`config.mk`:
```
export PLATFORM = sky130hd
export DESIGN_NAME = usb_irq_ep_reset
export DESIGN_NICKNAME = d
export VERILOG_FILES = /design/src/core/usb_irq_pkg.sv /design/src/core/usb_irq_ep_reset.sv
export SDC_FILE = /design/constraint.sdc
export NUM_CORES = 1
export LEC_CHECK = 0
export ABC_AREA = 1
export BUFFER_PORTS_ARGS = -buffer_cell sky130_fd_sc_hd__buf_2
export CORE_ASPECT_RATIO = 0.6
export CORE_MARGIN = 4
export CORE_UTILIZATION = 45
export DETAILED_ROUTE_END_ITERATION = 12
export PLACE_DENSITY_LB_ADDON = 0.08
export SLEW_MARGIN = 20
export SYNTH_ARGS = -nofsm -noshare
export SYNTH_HDL_FRONTEND = slang
export SYNTH_SLANG_ARGS = --single-unit
```
`constraint.sdc`:
```
create_clock -name clk_i -period 2.4 [get_ports clk_i]
set_input_delay 0.12 -clock clk_i [delete_from_list [all_inputs] [get_ports clk_i]]
set_output_delay 0.12 -clock clk_i [all_outputs]
set_load 0.02 [all_outputs]
```
`src/core/usb_irq_pkg.sv`:
```
package usb_irq_pkg;

	// register byte offsets (word aligned, plain port)
	localparam logic [7:0] OFS_IRQ_ENABLE  = 8'h10;
	localparam logic [7:0] OFS_IRQ_DISABLE = 8'h14;
	localparam logic [7:0] OFS_IRQ_MASK    = 8'h18;
	localparam logic [7:0] OFS_IRQ_STATUS  = 8'h1c;
	localparam logic [7:0] OFS_IRQ_CLEAR   = 8'h20;
	localparam logic [7:0] OFS_EP_RESET    = 8'h28;

	// field positions
	localparam int unsigned NUM_EP          = 6;
	localparam int unsigned BIT_SUSPEND     = 8;
	localparam int unsigned BIT_RESUME      = 9;
	localparam int unsigned BIT_EXT_RESUME  = 10;
	localparam int unsigned BIT_FRAME_START = 11;
	localparam int unsigned BIT_BUS_RESET   = 12;
	localparam int unsigned BIT_WAKEUP      = 13;

	// writable global mask bits (suspend, resume, ext resume, sof, wakeup)
	localparam logic [31:0] GLOBAL_MASK_BITS  = 32'h0000_2f00;
	// status bits clearable by the clear register
	localparam logic [31:0] CLEARABLE_BITS    = 32'h0000_3f00;
	localparam logic [31:0] EP_BITS           = 32'h0000_003f;
	localparam logic [31:0] UNMASKABLE_BIT    = 32'h0000_1000;

	// values after reset: resume mask enabled
	localparam logic [31:0] MASK_RESET_VALUE   = 32'h0000_0200;
	localparam logic [31:0] STATUS_RESET_VALUE = 32'h0000_0000;
	localparam logic [5:0]  EP_RESET_VALUE     = 6'h00;

	// idle time before suspend
	localparam int unsigned SUSPEND_IDLE_US = 3000;
	localparam int unsigned CLK_MHZ         = 250;
	localparam int unsigned SUSPEND_CYCLES  = SUSPEND_IDLE_US * CLK_MHZ;

endpackage

```
`src/core/usb_irq_ep_reset.sv`:
```
// Chosen here: strobed register access and the register addresses.
`timescale 1ns/1ns
`default_nettype none

// Operation
// - mask bits for suspend, resume, ext resume, sof, wakeup read enabled state
// - mask view bit 12 always reads one
// - resume mask comes up enabled after reset
// - six endpoint status bits show pending endpoint interrupts
// - endpoint interrupt raised when any of its five flags is set
// - endpoint status follows its flags, not cleared by clear register
// - set suspend status and enter suspend after 3ms bus idle
// - set resume status on resume signalling at the port
// - set frame start status on every sof token
// - set bus reset end status at end of bus reset; ready for endpoint 0
// - wakeup status set on host resume or reset since last clear
// - external resume status shows a raised external resume
// - writing one to clear register clears status bit; zero no effect
// - endpoint reset bit holds that endpoint fifo pointers at zero
// - endpoint reset returns data toggle to data0, flags untouched
// - enable write sets mask bits, disable write clears them
module usb_irq_ep_reset
	import usb_irq_pkg::*;
#(
	parameter int unsigned SUSPEND_IDLE_CYCLES = SUSPEND_CYCLES
)(
	// clock and reset
	input  wire logic             clk_i,
	input  wire logic             rst_i,
	// register port
	input  wire logic [7:0]       addr_i,
	input  wire logic [31:0]      wdata_i,
	input  wire logic             wr_i,
	input  wire logic             rd_i,
	output logic      [31:0]      rdata_o,
	// events from the transaction engine (same clock)
	input  wire logic             bus_activity_i,
	input  wire logic             resume_det_i,
	input  wire logic             ext_resume_i,
	input  wire logic             sof_det_i,
	input  wire logic             bus_reset_end_i,
	// per-endpoint flags from the control/status registers
	input  wire logic [NUM_EP-1:0] setup_received_i,
	input  wire logic [NUM_EP-1:0] rx_bank_a_full_i,
	input  wire logic [NUM_EP-1:0] rx_bank_b_full_i,
	input  wire logic [NUM_EP-1:0] tx_complete_i,
	input  wire logic [NUM_EP-1:0] stall_acknowledged_i,
	// endpoint reset controls toward fifos and toggles
	output logic      [NUM_EP-1:0] fifo_ptr_clear_o,
	output logic      [NUM_EP-1:0] toggle_to_data0_o,
	// state and interrupt
	output logic                  suspended_o,
	output logic                  ep0_ready_o,
	output logic                  irq_o
);

	// idle counter needs at least two cycles to tell idle from activity
	if (SUSPEND_IDLE_CYCLES < 2)
	begin : g_bad_idle
		$error("SUSPEND_IDLE_CYCLES too small");
	end

	logic [31:0] mask_ff;
	logic [31:0] status_ff;
	logic [5:0]  ep_reset_ff;
	logic [31:0] idle_cnt_ff;
	logic        suspended_ff;
	logic        ep0_ready_ff;
	logic [31:0] rdata_ff;
	logic [31:0] ep_pending;
	logic [31:0] mask_view;
	logic [31:0] status_view;
	logic [31:0] set_events;
	logic        suspend_hit;
	logic        wr_en;
	logic        wr_dis;
	logic        wr_clr;
	logic        wr_rst;

	// write decode
	assign wr_en  = wr_i && (addr_i == OFS_IRQ_ENABLE);
	assign wr_dis = wr_i && (addr_i == OFS_IRQ_DISABLE);
	assign wr_clr = wr_i && (addr_i == OFS_IRQ_CLEAR);
	assign wr_rst = wr_i && (addr_i == OFS_EP_RESET);

	// endpoint status is live from the flags, so it stays until they clear
	genvar ep;
	generate
		for (ep = 0; ep < NUM_EP; ep++)
		begin : g_ep
			assign ep_pending[ep] = setup_received_i[ep] | rx_bank_a_full_i[ep]
				| rx_bank_b_full_i[ep] | tx_complete_i[ep]
				| stall_acknowledged_i[ep];
		end
	endgenerate
	assign ep_pending[31:NUM_EP] = '0;

	// idle counter for suspend detection
	assign suspend_hit = !suspended_ff && !bus_activity_i
		&& (idle_cnt_ff == SUSPEND_IDLE_CYCLES - 1);

	always_ff @(posedge clk_i)
	begin
		if (rst_i || bus_activity_i)
			idle_cnt_ff <= '0;
		else if (!suspended_ff)
			idle_cnt_ff <= idle_cnt_ff + 32'h0000_0001;
	end

	// suspend mode: left on any bus activity
	always_ff @(posedge clk_i)
	begin
		if (rst_i)
			suspended_ff <= 1'b0;
		else if (bus_activity_i)
			suspended_ff <= 1'b0;
		else if (suspend_hit)
			suspended_ff <= 1'b1;
	end

	// endpoint 0 ready once a bus reset has ended
	always_ff @(posedge clk_i)
	begin
		if (rst_i)
			ep0_ready_ff <= 1'b0;
		else if (bus_reset_end_i)
			ep0_ready_ff <= 1'b1;
	end

	// mask: enable sets, disable clears; enable wins if both in one write
	always_ff @(posedge clk_i)
	begin
		if (rst_i)
			mask_ff <= MASK_RESET_VALUE;
		else if (wr_en)
			mask_ff <= mask_ff | (wdata_i & (GLOBAL_MASK_BITS | EP_BITS));
		else if (wr_dis)
			mask_ff <= mask_ff & ~(wdata_i & (GLOBAL_MASK_BITS | EP_BITS));
	end

	// sticky global event flags
	always_comb
	begin
		set_events = '0;
		set_events[BIT_SUSPEND]     = suspend_hit;
		set_events[BIT_RESUME]      = resume_det_i;
		set_events[BIT_EXT_RESUME]  = ext_resume_i;
		set_events[BIT_FRAME_START] = sof_det_i;
		set_events[BIT_BUS_RESET]   = bus_reset_end_i;
		set_events[BIT_WAKEUP]      = resume_det_i | bus_reset_end_i;
	end

	// a set arriving in the clearing cycle wins over the clear
	always_ff @(posedge clk_i)
	begin
		if (rst_i)
			status_ff <= STATUS_RESET_VALUE;
		else if (wr_clr)
			status_ff <= (status_ff & ~(wdata_i & CLEARABLE_BITS)) | set_events;
		else
			status_ff <= status_ff | set_events;
	end

	// endpoint reset register drives fifo pointer and toggle clear
	always_ff @(posedge clk_i)
	begin
		if (rst_i)
			ep_reset_ff <= EP_RESET_VALUE;
		else if (wr_rst)
			ep_reset_ff <= wdata_i[NUM_EP-1:0];
	end

	assign fifo_ptr_clear_o  = ep_reset_ff;
	assign toggle_to_data0_o = ep_reset_ff;

	// register views
	assign mask_view   = (mask_ff & (GLOBAL_MASK_BITS | EP_BITS)) | UNMASKABLE_BIT;
	assign status_view = (status_ff & CLEARABLE_BITS) | ep_pending;

	// read data one cycle after the strobe, zero elsewhere
	always_ff @(posedge clk_i)
	begin
		if (rst_i || !rd_i)
			rdata_ff <= '0;
		else
		begin
			unique case (addr_i)
				OFS_IRQ_MASK:   rdata_ff <= mask_view;
				OFS_IRQ_STATUS: rdata_ff <= status_view;
				OFS_EP_RESET:   rdata_ff <= {26'h0, ep_reset_ff};
				default:        rdata_ff <= '0; // write-only or unmapped
			endcase
		end
	end

	assign rdata_o     = rdata_ff;
	assign suspended_o = suspended_ff;
	assign ep0_ready_o = ep0_ready_ff;
	assign irq_o       = |(status_view & mask_view);

endmodule

`default_nettype wire

```
# Word-level counts from Yosys, hierarchy flattened
# Cells that the tools add are included.
# word_totals
register_bits,136
input_bits,79
output_inout_bits,47
wordCells,67
# classes
add_sub_neg,1
n_eq_ne,7
n_mux,4
bitwise,34
reduce_logical,14
# ops
operator,count
32-bit 2-to-1 mux,3
32-bit by 14-bit OR with 32-bit output,3
32-bit bitwise AND,2
14-bit NOT with 32-bit output,2
14-bit case mux with 3 select lines,1
"32-bit by 1-bit adder with 32-bit output, second input constant",1
"32-bit by 20-bit equality test with 1-bit output, second input constant",1
"8-bit by 5-bit equality test with 1-bit output, second input constant",4
32-bit OR reduction,1
1-bit OR,25
"8-bit by 6-bit equality test with 1-bit output, second input constant",2
14-bit bitwise AND,1
14-bit by 6-bit OR with 14-bit output,1
1-bit logical AND,6
1-bit logical NOT,3
1-bit logical OR,2
2-bit nonzero test,1
2-bit OR reduction,1

# Depth between registers and ports, before layout
# depth
word_depth,7
mapped_depth,9
mapped_depth_nobuf,9

# Worst setup path after synthesis
# No wires, ideal clock.
# synth_path
path_kind,flip-flop to flip-flop
startpoint,register idle_cnt_ff[0]
endpoint,register idle_cnt_ff[30]
arrival_ns,1.197
required_ns,2.285
setup_slack_ns,1.088
path_stages_with_launch,9
synth_period_minus_slack_ns,1.312
path_cell_list,dfxtp_1 -> ha_1 -> inv_1 -> nor2_4 -> nand3b_4 -> nor2_4 -> nand3_1 -> nand2_1 -> nor2_1
# synth_between
elab_chain_len,1
# synth_lines
item,line_no,text
"start, declared",usb_irq_ep_reset.sv:66,logic [31:0] idle_cnt_ff;
"start signal, assigned",usb_irq_ep_reset.sv:107,idle_cnt_ff <= idle_cnt_ff + 32'h0000_0001;
32-bit by 1-bit adder with 32-bit output,usb_irq_ep_reset.sv:107,
# No other way between the ends.
# A chain may end at the register's enable or synchronous reset.

# Worst setup path in the final report
# layout_path
startpoint,register status_ff[10]
endpoint,output port irq_o
# layout_between
elab_chain_len,3
# layout_lines
item,line_no,text
"start, declared",usb_irq_ep_reset.sv:64,logic [31:0] status_ff;
"start signal, assigned",usb_irq_ep_reset.sv:159,status_ff <= (status_ff & ~(wdata_i & CLEARABLE_BITS)) | set_events;
"start signal, assigned",usb_irq_ep_reset.sv:161,status_ff <= status_ff | set_events;
14-bit by 6-bit OR with 14-bit output,usb_irq_ep_reset.sv:178,assign status_view = (status_ff & CLEARABLE_BITS) | ep_pending;
14-bit bitwise AND,usb_irq_ep_reset.sv:199,assign irq_o = |(status_view & mask_view);
32-bit OR reduction,usb_irq_ep_reset.sv:199,
"end, declared",usb_irq_ep_reset.sv:54,output logic irq_o
# No other way between the ends.

==> metrics list <==
- Outcome: completed
- Top-count cell post-synth: nand2_1
- Top-level I/O count: 126
- For this run, the register share of the synthesized area comes to 36.1%.
* Highest Clock Rate: between 0.6 and 0.7 GHz
- Final-layout worst hold slack: 0.00519 ns
- Unrepaired setup endpoints after global routing: no
- After clock tree synthesis, the clock-pin slew on the worst setup and hold paths is roughly 0.06 ns.
- Post-layout utilization of the core: a little under three fifths
- Vias post-DR: between 3000 and 4000
- After layout, the worst path uses 65.2% of the clock period.
- The startpoint identified for the worst register-to-register timing path is idle_cnt_ff[0].
* HP Class: in -> reg
- For this run, the slowest stage of the critical path takes 0.32 ns.
- Total number of placement rows: 25
- Measured against its own limit, the worst slew margin works out to around 58%.
- Part of the power in combinational logic: 6.5%
- Clk Latency, worst-skew pair: 0.34 ns
* Count of flip-flops with a built-in enable after synthesis: 0
- 1st-pass router iterations: 5
* Total clock sinks: 69
- CP startpoint kind: flop
- After synthesis, the cell types taking the most area are dfxtp_1, nand2_1, nor2_1, nand3_1, buf_4.
- Synth area leader: dfxtp_1
- The critical path goes through nand2_1 -> nand2_1 -> a21oi_1 -> nand4_1 -> inv_1 -> nand3_1 -> buf_2.
* CP max-delay cell: dfxtp_1
- Number of buffers added for setup after CTS: 0
* Worst-case vdd ir drop: 0.443 mV
- Antenna fix cells: 0
- The count of endpoints failing hold in the final timing report came to 0.
* Switching share of power: 23.2%
- Area fraction of the dominant cell type after synthesis: 36.1%
- H-tree depth reported by CTS: 3
- Core Region: a little over 8000 um^2
- The number of pins with negative max-slew slack in the final report is 0.
- Flop-to-flop setup slack: 0.85 ns
- Number of synthesized register bits: 69
- Gates resized, CTS repair: 0
- Clock network fraction of design power: approximately half
- The worst register-to-register path ends at idle_cnt_ff[28].
* Vias per std cell: 4.94
* P&R area growth vs syn: 18.7%
* Largest fanout on the critical path: 3
- From bottom edge to top edge, the die measures roughly 79 um.
- Buffers added on ports: 85
* Total standard cell area after synthesis: 3820 um^2
- Detailed placement finished with a half-perimeter wire length of 8350 um.
* Final global-route overflow total: 0
- Counting flops with an async set or reset pin after synthesis yields a share of 0%.
- CTS max path bufs: 2
- Yosys printed 0 warnings.
* Clock buffer count from CTS: 9
* Width of the die: 127 um
* Minimum period implied by the final worst setup slack: between 1.5 and 2 ns
- The worst hold path was traced through 3 stages.
- Data on the critical path arrives at its endpoint at 1.45 ns.
- Summed over all nets, the switching power comes to a little over 0.0006 W.
- Average wire length per cell after detail routing: 13.5 um
* GRT Overall Usage: 21.2%
- Sequential cell fraction of total power: 43.8%
- Pin count of the biggest net entering global routing: 19
- Summed over all layers, the routed wires come to 10700 um.
- After synthesis, the mean cell area works out to 6.40 um^2.
- Dividing total power by cell area gives a power density of 586 nW/um^2.
* Via count of the first global-routing pass: around 3400
* Ys flop type: dfxtp_1
- Worst min-delay path endpoint: status_ff[11]
- Number of antenna violations at the first check in global routing: 0
* WS Path Type: reg -> out
* Max_cap viols: 0
- Int Power: 0.00204 W
- The number of cells on the worst reg-to-reg path is 9.
* Remaining number of nets flagged by the antenna check after routing: 0
- CTS tree: yes
* Count of final setup violators: 0
- Global-route wire length before repair: 16700 um
- Crit. End Element: primary output
- At the pin with the least slew margin, the transition time is 0.635 ns.
- Critical Path Most Common Cell: nand2_1
- Post-route setup TNS: 0 ns
- On the final layout, the worst clock skew is approximately 0.0036 ns.
- Count of distinct cell types in the synthesized netlist: 30
- The tree is rooted in a clkbuf_16.
* Number of design-rule violations left by the first detailed-router iteration: 337
* Number of nets in the finished design: 761
- The die covers 10100 um^2.
- Leakage Power: 2.07 nW
- Cell types with the highest counts after synthesis: nand2_1, nor2_1, dfxtp_1
- Synthesis produced ~600 cells.
* Share of layout cells above drive strength 1: ~20%
- Total power after layout: 0.00266 W
- At the worst endpoint, the required time is 2.28 ns.
- The worst hold path begins at sof_det_i.
- Initial cell density of the core: 47.3%
- In the routed design, unresolved DRC markers number 0.
* RD Place Congestion: 0.888
## per-stage QoR
| stage | area, um^2 | setup WS [ns] | std cells |
|---|---|---|---|
| global placement | 4230 | 0.862 | 777 |
| finish | 4540 | 0.835 | 794 |
| detailed placement | 4230 | 0.818 | 777 |
| floorplan | 3890 | 1.09 | 616 |
| CTS | 4540 | 0.843 | 794 |
| global route | 4540 | 0.724 | 794 |
## how the worst max path moves through the flow
stage	depth (start not counted)	slack, ns	to	startpoint
3_3_place_gp	8	0.86	rdata_o[10]	addr_i[2]
4_1_cts	7	0.84	irq_o	status_ff[10]
6_report	7	0.83	irq_o	status_ff[10]
3_5_place_dp	8	0.82	rdata_o[8]	addr_i[7]
2_1_floorplan	8	1.09	idle_cnt_ff[30]	idle_cnt_ff[0]
5_1_grt	7	0.72	irq_o	status_ff[10]
## critical path, delay by kind of cell (launching register included)
kind                   cells  cell delay, ns
and+or+nand+nor            4            0.34
AOI/OAI and AO/OA          1            0.16
DFF                        1            0.32
buffers and inverters      2            0.28
## cell families (layout without fill, tap and decap cells)
kind of cell / after synthesis / in the layout / synth area share (%)
buf+inv: 96 / 166 / 12.4
xor+xnor: 5 / 5 / 1.15
fa+ha+maj: 1 / 1 / 0.327
flops: 69 / 69 / 36.1
other cells: 1 / 20 / 0.0981
compound gates: 45 / 45 / 6.02
simple gates: 380 / 380 / 43.9
## power groups by stage
| stage | combinational [W] | clock [W] | sequential [W] |
|---|---|---|---|
| 2_1_floorplan | 0.000117 | 0 | 0.00119 |
| 3_3_place_gp | 0.000167 | 0 | 0.00119 |
| 3_5_place_dp | 0.000170 | 0 | 0.00119 |
| 4_1_cts | 0.000172 | 0.00134 | 0.00116 |
| 5_1_grt | 0.000191 | 0.00141 | 0.00116 |
| 6_report | 0.000174 | 0.00132 | 0.00116 |
## routing by layer
| layer | part of all wire [%] | vias up | track usage, % |
|---|---|---|---|
| met3 | 9.9 | 17 | 5.48 |
| met5 | 0 | - | 0 |
| met4 | 1.3 | 0 | 6.75 |
| met2 | 38 | 158 | 27.9 |
| met1 | 51 | 1748 | 32.8 |
| li1 | - | 1998 | - |
## layout by cell type, fill, tap and decap left out
| cell type | n |
|---|---|
| a21oi_1 | 28 |
| and3_1 | 1 |
| buf_2 | 85 |
| buf_4 | 3 |
| bufinv_16 | 1 |
| clkbuf_1 | 1 |
| clkbuf_16 | 9 |
| clkbuf_8 | 1 |
| clkinv_2 | 4 |
| conb_1 | 20 |
| dfxtp_1 | 69 |
| dlygate4sd3_1 | 1 |
| ha_1 | 1 |
| inv_1 | 54 |
| inv_2 | 6 |
| inv_4 | 1 |
| nand2_1 | 152 |
| nand2_2 | 5 |
| nand3_1 | 58 |
| nand3_2 | 2 |
| nand3b_1 | 2 |
| nand3b_4 | 1 |
| nand4_1 | 6 |
| nor2_1 | 120 |
| nor2_2 | 11 |
| nor2_4 | 8 |
| nor3_1 | 10 |
| nor3b_1 | 1 |
| o21a_1 | 2 |
| o21ai_0 | 14 |
| o21ai_1 | 1 |
| or2_2 | 3 |
| xnor2_1 | 1 |
| xor2_1 | 4 |
## area by class of cell
class	instances	area (um^2)
inverters	61	231
clock buffers	11	243
repair buffers	89	458
multi-input cells	451	2040
clock inverters	5	50.0
fillers	798	3530
well taps	108	135
flip-flops and latches	69	1380
## timing repair
action,in CTS,in global routing
hold buffers,1,0
endpoints found under the hold margin,1,0
setup endpoints to repair,0,0
Note: power is estimated with default switching activity, not from simulation.
